==> src/design/sdm_pkg.sv <==
// Constants and types for the sectored data memory addressing block
package sdm_pkg;

    // ----------------------------------------------------------------
    // Special-function offsets in sector 0
    // ----------------------------------------------------------------
    localparam logic [7:0] OFS_PORT_SECTOR0 = 8'h00;
    localparam logic [7:0] OFS_POINTER_SECTOR0 = 8'h01;
    localparam logic [7:0] OFS_PORT_A = 8'h02;
    localparam logic [7:0] OFS_POINTER_A_LOW = 8'h03;
    localparam logic [7:0] OFS_POINTER_A_SECTOR = 8'h04;
    localparam logic [7:0] OFS_PORT_B = 8'h05;
    localparam logic [7:0] OFS_POINTER_B_LOW = 8'h06;
    localparam logic [7:0] OFS_POINTER_B_SECTOR = 8'h07;
    localparam logic [7:0] OFS_PROGRAM_BANK = 8'h08;

    // ----------------------------------------------------------------
    // Address layout
    // ----------------------------------------------------------------
    localparam int GP_AREA_BIT = 7;
    localparam int OFFSET_W = 8;
    localparam int BANK_W = 3;
    localparam logic [7:0] READ_ZERO = 8'h00;

    // ----------------------------------------------------------------
    // Reset values
    // ----------------------------------------------------------------
    localparam logic [7:0] RST_POINTER = 8'h00;
    localparam logic [7:0] RST_ACC = 8'h00;
    localparam logic [2:0] RST_BANK = 3'h0;

    // ----------------------------------------------------------------
    // APB register map, byte addresses
    // ----------------------------------------------------------------
    localparam int APB_ADDR_W = 12;
    localparam logic [11:0] APB_ACC = 12'h000;
    localparam logic [11:0] APB_PROGRAM_BANK = 12'h004;
    localparam logic [11:0] APB_LAST_BRANCH = 12'h008;
    localparam logic [11:0] APB_STATUS = 12'h00C;
    localparam logic [11:0] APB_POINTERS = 12'h010;

    // ----------------------------------------------------------------
    // Enumerations
    // ----------------------------------------------------------------
    typedef enum logic [1:0] {
        OP_LOAD,
        OP_STORE,
        OP_ALU_ACC,
        OP_ALU_MEM
    } sdm_op_t;

    typedef enum logic [3:0] {
        FN_ADD,
        FN_SUB,
        FN_AND,
        FN_OR,
        FN_XOR,
        FN_INC,
        FN_DEC,
        FN_CLR,
        FN_SHL,
        FN_SHR,
        FN_PASS
    } sdm_fn_t;

    typedef enum logic [1:0] {
        KIND_ZERO,
        KIND_SFR,
        KIND_RAM
    } sdm_kind_t;

endpackage : sdm_pkg

==> src/design/sdm_ram.sv <==
// General purpose data memory with registered read data
`timescale 1ns/100ps
module sdm_ram #(
    parameter int ADDR_W = 9,
    parameter int DATA_W = 8
) (
    input wire logic clk,
    input wire logic [ADDR_W-1:0] rd_addr,
    output logic [DATA_W-1:0] rd_data,
    input wire logic wr_en,
    input wire logic [ADDR_W-1:0] wr_addr,
    input wire logic [DATA_W-1:0] wr_data
);

    logic [DATA_W-1:0] mem [0:(1<<ADDR_W)-1];

    // ----------------------------------------------------------------
    // Write port
    // ----------------------------------------------------------------
    always_ff @(posedge clk) begin
        if (wr_en) begin
            mem[wr_addr] <= wr_data;
        end
    end

    // ----------------------------------------------------------------
    // Read port
    // ----------------------------------------------------------------
    always_ff @(posedge clk) begin
        rd_data <= mem[rd_addr];
    end

endmodule : sdm_ram

==> src/design/sdm_alu.sv <==
// Arithmetic, logic and rotate unit feeding the accumulator
`timescale 1ns/100ps
module sdm_alu (
    input wire logic [7:0] acc,
    input wire logic [7:0] mem,
    input wire logic [3:0] fn,
    output logic [7:0] result
);

    // ----------------------------------------------------------------
    // Operation select
    // ----------------------------------------------------------------
    always_comb begin
        case (sdm_pkg::sdm_fn_t'(fn))
            sdm_pkg::FN_ADD: result = acc + mem;
            sdm_pkg::FN_SUB: result = acc - mem;
            sdm_pkg::FN_AND: result = acc & mem;
            sdm_pkg::FN_OR: result = acc | mem;
            sdm_pkg::FN_XOR: result = acc ^ mem;
            sdm_pkg::FN_INC: result = mem + 8'h01;
            sdm_pkg::FN_DEC: result = mem - 8'h01;
            sdm_pkg::FN_CLR: result = 8'h00;
            sdm_pkg::FN_SHL: result = {mem[6:0], mem[7]};
            sdm_pkg::FN_SHR: result = {mem[0], mem[7:1]};
            sdm_pkg::FN_PASS: result = mem;
            default: result = mem;
        endcase
    end

endmodule : sdm_alu

==> src/design/sdm_addressing.sv <==
// Sectored data memory addressing unit with APB register access
`timescale 1ns/100ps
module sdm_addressing #(
    parameter int SECTOR_W = 2,
    parameter int BRANCH_W = 13
) (
    input wire logic pclk,
    input wire logic presetn,
    input wire logic psel,
    input wire logic penable,
    input wire logic pwrite,
    input wire logic [11:0] paddr,
    input wire logic [31:0] pwdata,
    output logic [31:0] prdata,
    output logic pready,
    output logic pslverr,
    input wire logic core_valid,
    input wire logic [1:0] core_op,
    input wire logic [3:0] core_fn,
    input wire logic core_ext,
    input wire logic [SECTOR_W+7:0] core_addr,
    output logic core_busy,
    output logic core_done,
    output logic [7:0] core_rdata,
    output logic [7:0] core_acc,
    output logic [SECTOR_W+7:0] core_target,
    input wire logic core_branch,
    input wire logic [BRANCH_W-1:0] core_branch_target,
    output logic branch_valid,
    output logic [BRANCH_W+2:0] branch_addr
);

    localparam int ADDR_W = SECTOR_W + 8;
    localparam int RAM_W = SECTOR_W + 7;

    typedef enum {
        ST_IDLE,
        ST_EXEC
    } sdm_state_t;

    sdm_state_t state;
    logic [7:0] pointer_sector0;
    logic [7:0] pointer_a_low;
    logic [7:0] pointer_a_sector;
    logic [7:0] pointer_b_low;
    logic [7:0] pointer_b_sector;
    logic [2:0] bank_select_bits;
    logic [ADDR_W-1:0] full_addr;
    logic [ADDR_W-1:0] next_target;
    logic [7:0] sel_sector;
    logic out_of_range;
    sdm_pkg::sdm_kind_t next_kind;
    logic [7:0] sfr_read;
    sdm_pkg::sdm_kind_t kind;
    sdm_pkg::sdm_op_t op;
    logic [3:0] fn;
    logic [7:0] sfr_data;
    logic [7:0] ram_rdata;
    logic [7:0] mem_value;
    logic [7:0] alu_result;
    logic [7:0] store_value;
    logic mem_write;
    logic sfr_write;
    logic ram_write;
    logic accept;
    logic apb_write;
    logic [7:0] tgt_offset;

    assign accept = core_valid && !core_busy;
    assign apb_write = psel && penable && pready && pwrite;

    // ----------------------------------------------------------------
    // Address resolution
    // ----------------------------------------------------------------
    always_comb begin
        full_addr = core_ext ? core_addr
            : {{SECTOR_W{1'b0}}, core_addr[7:0]};
        next_target = full_addr;
        sel_sector = 8'h00;
        out_of_range = 1'b0;
        if (full_addr[ADDR_W-1:8] == '0) begin
            case (full_addr[7:0])
                sdm_pkg::OFS_PORT_SECTOR0: begin
                    next_target = {{SECTOR_W{1'b0}}, pointer_sector0};
                end
                sdm_pkg::OFS_PORT_A: begin
                    sel_sector = pointer_a_sector;
                    next_target = {pointer_a_sector[SECTOR_W-1:0],
                        pointer_a_low};
                end
                sdm_pkg::OFS_PORT_B: begin
                    sel_sector = pointer_b_sector;
                    next_target = {pointer_b_sector[SECTOR_W-1:0],
                        pointer_b_low};
                end
                default: begin
                    next_target = full_addr;
                end
            endcase
        end
        out_of_range = (sel_sector >> SECTOR_W) != 8'h00;
    end

    assign tgt_offset = next_target[7:0];

    // ----------------------------------------------------------------
    // Target classification and special-function read
    // ----------------------------------------------------------------
    always_comb begin
        next_kind = sdm_pkg::KIND_ZERO;
        sfr_read = sdm_pkg::READ_ZERO;
        if (out_of_range) begin
            next_kind = sdm_pkg::KIND_ZERO;
        end else if (tgt_offset[sdm_pkg::GP_AREA_BIT]) begin
            next_kind = sdm_pkg::KIND_RAM;
        end else if (next_target[ADDR_W-1:8] == '0) begin
            next_kind = sdm_pkg::KIND_SFR;
            case (tgt_offset)
                sdm_pkg::OFS_POINTER_SECTOR0: sfr_read = pointer_sector0;
                sdm_pkg::OFS_POINTER_A_LOW: sfr_read = pointer_a_low;
                sdm_pkg::OFS_POINTER_A_SECTOR: sfr_read = pointer_a_sector;
                sdm_pkg::OFS_POINTER_B_LOW: sfr_read = pointer_b_low;
                sdm_pkg::OFS_POINTER_B_SECTOR: sfr_read = pointer_b_sector;
                sdm_pkg::OFS_PROGRAM_BANK: begin
                    sfr_read = {5'h00, bank_select_bits};
                end
                default: begin
                    next_kind = sdm_pkg::KIND_ZERO;
                end
            endcase
        end
    end

    // ----------------------------------------------------------------
    // Request sequencing
    // ----------------------------------------------------------------
    always_ff @(posedge pclk or negedge presetn) begin
        if (!presetn) begin
            state <= ST_IDLE;
            core_busy <= 1'b0;
            core_done <= 1'b0;
        end else begin
            core_done <= 1'b0;
            case (state)
                ST_IDLE: begin
                    if (accept) begin
                        state <= ST_EXEC;
                        core_busy <= 1'b1;
                    end
                end
                ST_EXEC: begin
                    state <= ST_IDLE;
                    core_busy <= 1'b0;
                    core_done <= 1'b1;
                end
                default: begin
                    state <= ST_IDLE;
                    core_busy <= 1'b0;
                end
            endcase
        end
    end

    // ----------------------------------------------------------------
    // Captured request
    // ----------------------------------------------------------------
    always_ff @(posedge pclk or negedge presetn) begin
        if (!presetn) begin
            kind <= sdm_pkg::KIND_ZERO;
            op <= sdm_pkg::OP_LOAD;
            fn <= 4'h0;
            sfr_data <= 8'h00;
            core_target <= '0;
        end else if (accept) begin
            kind <= next_kind;
            op <= sdm_pkg::sdm_op_t'(core_op);
            fn <= core_fn;
            sfr_data <= sfr_read;
            core_target <= next_target;
        end
    end

    // ----------------------------------------------------------------
    // Data path
    // ----------------------------------------------------------------
    sdm_ram #(
        .ADDR_W(RAM_W),
        .DATA_W(8)
    ) u_ram (
        .clk(pclk),
        .rd_addr({next_target[ADDR_W-1:8], tgt_offset[6:0]}),
        .rd_data(ram_rdata),
        .wr_en(ram_write),
        .wr_addr({core_target[ADDR_W-1:8], core_target[6:0]}),
        .wr_data(store_value)
    );

    sdm_alu u_alu (
        .acc(core_acc),
        .mem(mem_value),
        .fn(fn),
        .result(alu_result)
    );

    always_comb begin
        case (kind)
            sdm_pkg::KIND_RAM: mem_value = ram_rdata;
            sdm_pkg::KIND_SFR: mem_value = sfr_data;
            default: mem_value = sdm_pkg::READ_ZERO;
        endcase
    end

    // Only load, store and the two ALU forms exist
    always_comb begin
        case (op)
            sdm_pkg::OP_STORE: begin
                store_value = core_acc;
                mem_write = 1'b1;
            end
            sdm_pkg::OP_ALU_MEM: begin
                store_value = alu_result;
                mem_write = 1'b1;
            end
            default: begin
                store_value = core_acc;
                mem_write = 1'b0;
            end
        endcase
    end

    assign ram_write = (state == ST_EXEC) && mem_write
        && (kind == sdm_pkg::KIND_RAM);
    assign sfr_write = (state == ST_EXEC) && mem_write
        && (kind == sdm_pkg::KIND_SFR);

    // ----------------------------------------------------------------
    // Accumulator and read data
    // ----------------------------------------------------------------
    always_ff @(posedge pclk or negedge presetn) begin
        if (!presetn) begin
            core_acc <= sdm_pkg::RST_ACC;
            core_rdata <= 8'h00;
        end else if (state == ST_EXEC) begin
            core_rdata <= mem_value;
            case (op)
                sdm_pkg::OP_LOAD: core_acc <= mem_value;
                sdm_pkg::OP_ALU_ACC: core_acc <= alu_result;
                sdm_pkg::OP_ALU_MEM: core_acc <= alu_result;
                default: core_acc <= core_acc;
            endcase
        end
    end

    // ----------------------------------------------------------------
    // Pointer registers
    // ----------------------------------------------------------------
    always_ff @(posedge pclk or negedge presetn) begin
        if (!presetn) begin
            pointer_sector0 <= sdm_pkg::RST_POINTER;
            pointer_a_low <= sdm_pkg::RST_POINTER;
            pointer_a_sector <= sdm_pkg::RST_POINTER;
            pointer_b_low <= sdm_pkg::RST_POINTER;
            pointer_b_sector <= sdm_pkg::RST_POINTER;
        end else if (sfr_write) begin
            // Each byte updates alone, so low bytes wrap in eight bits
            case (core_target[7:0])
                sdm_pkg::OFS_POINTER_SECTOR0: begin
                    pointer_sector0 <= store_value;
                end
                sdm_pkg::OFS_POINTER_A_LOW: begin
                    pointer_a_low <= store_value;
                end
                sdm_pkg::OFS_POINTER_A_SECTOR: begin
                    pointer_a_sector <= store_value;
                end
                sdm_pkg::OFS_POINTER_B_LOW: begin
                    pointer_b_low <= store_value;
                end
                sdm_pkg::OFS_POINTER_B_SECTOR: begin
                    pointer_b_sector <= store_value;
                end
                default: begin
                    pointer_sector0 <= pointer_sector0;
                end
            endcase
        end
    end

    // ----------------------------------------------------------------
    // Program bank select
    // ----------------------------------------------------------------
    always_ff @(posedge pclk or negedge presetn) begin
        if (!presetn) begin
            bank_select_bits <= sdm_pkg::RST_BANK;
        end else if (sfr_write
            && core_target[7:0] == sdm_pkg::OFS_PROGRAM_BANK) begin
            bank_select_bits <= store_value[2:0];
        end else if (apb_write && paddr == sdm_pkg::APB_PROGRAM_BANK) begin
            bank_select_bits <= pwdata[2:0];
        end
    end

    // ----------------------------------------------------------------
    // Branch target
    // ----------------------------------------------------------------
    always_ff @(posedge pclk or negedge presetn) begin
        if (!presetn) begin
            branch_valid <= 1'b0;
            branch_addr <= '0;
        end else begin
            branch_valid <= core_branch;
            if (core_branch) begin
                // Codes 11x pass through unchanged and are undefined
                branch_addr <= {bank_select_bits, core_branch_target};
            end
        end
    end

    // ----------------------------------------------------------------
    // APB slave
    // ----------------------------------------------------------------
    always_ff @(posedge pclk or negedge presetn) begin
        if (!presetn) begin
            pready <= 1'b0;
            pslverr <= 1'b0;
            prdata <= 32'h00000000;
        end else begin
            pready <= psel && !penable;
            pslverr <= 1'b0;
            prdata <= 32'h00000000;
            if (psel && !penable) begin
                case (paddr)
                    sdm_pkg::APB_ACC: begin
                        prdata <= {24'h000000, core_acc};
                    end
                    sdm_pkg::APB_PROGRAM_BANK: begin
                        prdata <= {29'h0, bank_select_bits};
                    end
                    sdm_pkg::APB_LAST_BRANCH: begin
                        prdata <= 32'(branch_addr);
                    end
                    sdm_pkg::APB_STATUS: begin
                        prdata <= {15'h0, core_busy, 16'(core_target)};
                    end
                    sdm_pkg::APB_POINTERS: begin
                        prdata <= {pointer_b_low, pointer_a_sector,
                            pointer_a_low, pointer_sector0};
                    end
                    default: begin
                        pslverr <= 1'b1;
                    end
                endcase
            end
        end
    end

endmodule : sdm_addressing

==> config.mk <==
export PLATFORM = sky130hd
export DESIGN_NAME = sdm_addressing
export DESIGN_NICKNAME = d
export VERILOG_FILES = /design/src/design/sdm_pkg.sv /design/src/design/sdm_ram.sv /design/src/design/sdm_alu.sv /design/src/design/sdm_addressing.sv
export SDC_FILE = /design/constraint.sdc
export NUM_CORES = 2
export LEC_CHECK = 0
export BUFFER_PORTS_ARGS = -buffer_cell sky130_fd_sc_hd__buf_2
export CAP_MARGIN = 20
export CORE_MARGIN = 3
export CORE_UTILIZATION = 42
export DETAILED_ROUTE_END_ITERATION = 8
export SLEW_MARGIN = 20
export SYNTH_ARGS = -nofsm -noshare
export SYNTH_HDL_FRONTEND = slang
export SYNTH_SLANG_ARGS = --single-unit
==> constraint.sdc <==
create_clock -name pclk -period 69.9 [get_ports pclk]
set_input_delay 3.495 -clock pclk [delete_from_list [all_inputs] [get_ports pclk]]
set_output_delay 3.495 -clock pclk [all_outputs]
set_load 0.005 [all_outputs]
==> impl_metrics.json <==
{
  "outcome": "completed",
  "cp_slowest_stage_delay_ns": 0.87,
  "ctsHoldBuffers": 0,
  "grt_usage": 0.2419,
  "syn_inst": 9155,
  "rows": 230,
  "cp_max_fo": 39,
  "cp.required_ns": 70.64,
  "final_cells": 14960,
  "hold_ws_ns": 0.4893,
  "placed_cell_area_um2": 173300,
  "layout-drive-gt1-share": 0.1901,
  "yosysWarnings": 0,
  "worstSetupPathType": "in2reg",
  "avgSynthCellArea_um2": 18.22,
  "met3_length_mm": 57.08,
  "hold_violations": 0,
  "drv_slew": 0,
  "synth_top_area_frac": 0.7375,
  "cp_num_buf_inv": 5,
  "io-pin-count": 160,
  "die_w_um": 636.2,
  "syn_area_um2": 166800,
  "grt_pass1_wl_mm": 697.6,
  "period_share": 0.1530,
  "crit_chain": "buf_2 -> mux2_2 -> o22ai_1 -> a21o_4 -> buf_4 -> buf_4 -> buf_4 -> buf_4 -> mux4_2 -> a2111oi_0 -> a211oi_1 -> nor4_1 -> nor3_1 -> a31oi_1 -> nor2_1",
  "synth-seq-cells": 4242,
  "area_delta_synth_final_pct": 12.00,
  "cpMaxStageDelayCell": "a2111oi_0",
  "first_pass_iters": 9,
  "drt_wl_total_mm": 500.2,
  "reg2reg_slack_ns": 61.73,
  "clk_latency_ns": 0.97,
  "portBuffers": 130,
  "cts_sinks": 4242,
  "cp.depth": 15,
  "worstHoldPathType": "reg2reg",
  "place_inst": 14160,
  "ant_nets": 0,
  "via_count": 92560,
  "ys.flop_type": "edfxtp_1",
  "antenna_found_initial": 41,
  "die-area_um2": 404700,
  "fin_tns_setup_ns": 0,
  "tightest_slew_ns": 1.296,
  "start_util": 0.4233,
  "cts-buffers-inserted": 416,
  "grt_setup_unrepaired": "no",
  "irDropWorstVdd_mv": 0.03072,
  "die_h_um": 636.2,
  "yosysTopAreaCell": "edfxtp_1",
  "synthArstFlopShare": 0.03253,
  "nets": 9480,
  "cp_top_family": "buffers and inverters",
  "stdcell_area_um2": 186800,
  "ys_seq_area_frac": 0.7591,
  "r2r-end": "u_ram.rd_data[6]",
  "crit_top_cell": "buf_4",
  "drtIter0Drc": 13190,
  "clockBufferDepth": 4,
  "slew_headroom": 0.1360,
  "period_minus_slack_ns": 10.69,
  "synthTopCellsByArea": "edfxtp_1 74%, mux4_2 10%, dfrtp_1 2.1%",
  "endpoint": "u_ram.rd_data[6]",
  "post-synth-top-count-cell": "edfxtp_1",
  "routed.top_layer": "met5",
  "drcViolationCount": 0,
  "reg2reg_depth": 14,
  "place.detailed.hpwl_mm": 293.1,
  "grt-ovfl-total": 0,
  "crit_path_start": "core_addr[1]",
  "reg2reg_from": "pointer_sector0[0]",
  "met2WireLength_mm": 232.2,
  "max_freq_mhz": 93.51,
  "post_cts_buffers": 0,
  "synth_common_cells": "4096 x edfxtp_1, 894 x nand2_1, 740 x mux4_2, 649 x nor2_1, 298 x a21oi_1",
  "cts_root_buf": "clkbuf_16",
  "path_clk_slew_ns": 0.06,
  "setup_viol": 0,
  "critical_path_arrival_ns": 11.44,
  "h-tree-depth": 5,
  "cts_tree": "done",
  "gp_congestion": 0.8786,
  "power.density_nw_per_um2": 31.46,
  "wl_met1_mm": 188.6,
  "end_kind": "flip-flop",
  "cp-start-kind": "primary input",
  "grt_max_degree": 193,
  "cts_resized": 0,
  "yosysUniqueCellTypes": 92,
  "wl_per_cell_um": 33.43,
  "synth_enable_flop_cells": 4096,
  "core_area_um2": 394000,
  "finalClockSkew_ns": 0.04670,
  "p_leak_nw": 59.46,
  "cap_violations": 0,
  "grt_pass1_vias": 89360,
  "synth_nets": 9274,
  "vias_per_cell": 6.186
}
placed cells by master (no fill, tap or decap), types with 216 or more instances in the layout:
cell and instances:
mux4_2 740, a22oi_1 272, clkbuf_16 423, nand3_1 271
mux2i_1 229, edfxtp_1 4096, buf_4 216, nor2_1 635
nand2_1 872, a21oi_1 295
routing by layer:
metal | up-vias | track usage
met4 | 20 | 0.09981
met2 | 5804 | 0.3734
met5 | - | 0
li1 | 37230 | -
met1 | 48520 | 0.3289
met3 | 979 | 0.06058
per-stage QoR:
step,worst slack [ns],total power [W],utilization
global placement,58.33,0.003688,0.4398
global route,59.08,0.006034,0.4739
floorplan,42.94,0.003643,-
detailed placement,58.37,0.003716,0.4399
finish,59.21,0.005877,0.4741
CTS,59.38,0.005893,0.4737
registers in the layout (all words and copies together) (netlist names), 2 cells and up:
signal,cells
u_ram.mem,4096
prdata,32
branch_addr,16
core_target,10
core_acc,8
core_rdata,8
pointer_a_low,8
pointer_a_sector,8
pointer_b_low,8
pointer_b_sector,8
pointer_sector0,8
sfr_data,8
u_ram.rd_data,8
fn,4
bank_select_bits,3
kind,2
op,2
worst reg2reg max path, cell delays in order (launching register included):
cell       delay (ns)
dfrtp_1          0.44
mux2_2           0.32
o22ai_1          0.36
a21o_4           0.64
buf_4            0.76
buf_4            0.65
buf_4            0.66
buf_4            0.76
mux4_2           0.60
a2111oi_0        0.87
a211oi_1         0.25
nor4_1           0.50
nor3_1           0.29
a31oi_1          0.54
nor2_1           0.33
kinds of logic (layout without fill, tap and decap cells):
logic type	after synthesis	in the layout	synth area share
compound gates	1169	1169	0.04757
xor+xnor	16	16	0.0008403
buf+inv	620	1170	0.02004
other cells	0	37	0
flops	4242	4242	0.7591
mux	1036	1036	0.1182
fa+ha+maj	38	38	0.002941
simple gates	2034	2034	0.05128
cell type report:
class | count | area (um^2)
Clock inverter | 264 | 2431
Timing Repair Buffer | 367 | 2674
Multi-Input combinational cell | 4293 | 37410
Inverter | 41 | 176.4
Sequential cell | 4242 | 126600
Tap cell | 5220 | 6531
Fill cell | 32440 | 207200
Clock buffer | 498 | 10870
Antenna cell | 37 | 92.59
worst min path at each step:
stage | start | to | slack [ns] | depth (start not counted)
2_1_floorplan | state[0] | core_done | 0.44 | 0
3_3_place_gp | sfr_data[3] | sfr_data[3] | 0.47 | 1
3_5_place_dp | sfr_data[3] | sfr_data[3] | 0.47 | 1
4_1_cts | sfr_data[3] | sfr_data[3] | 0.48 | 1
5_1_grt | sfr_data[4] | sfr_data[4] | 0.51 | 1
6_report | sfr_data[3] | sfr_data[3] | 0.49 | 1
report_power, final:
part	total (W)	switching, W	internal (W)
Clock	0.00221	0.000956	0.00125
Combinational	0.000617	0.000496	0.000121
Sequential	0.00305	0.0000116	0.00304
Total	0.00588	0.00146	0.00441
Power figures use the tool's default switching activity.
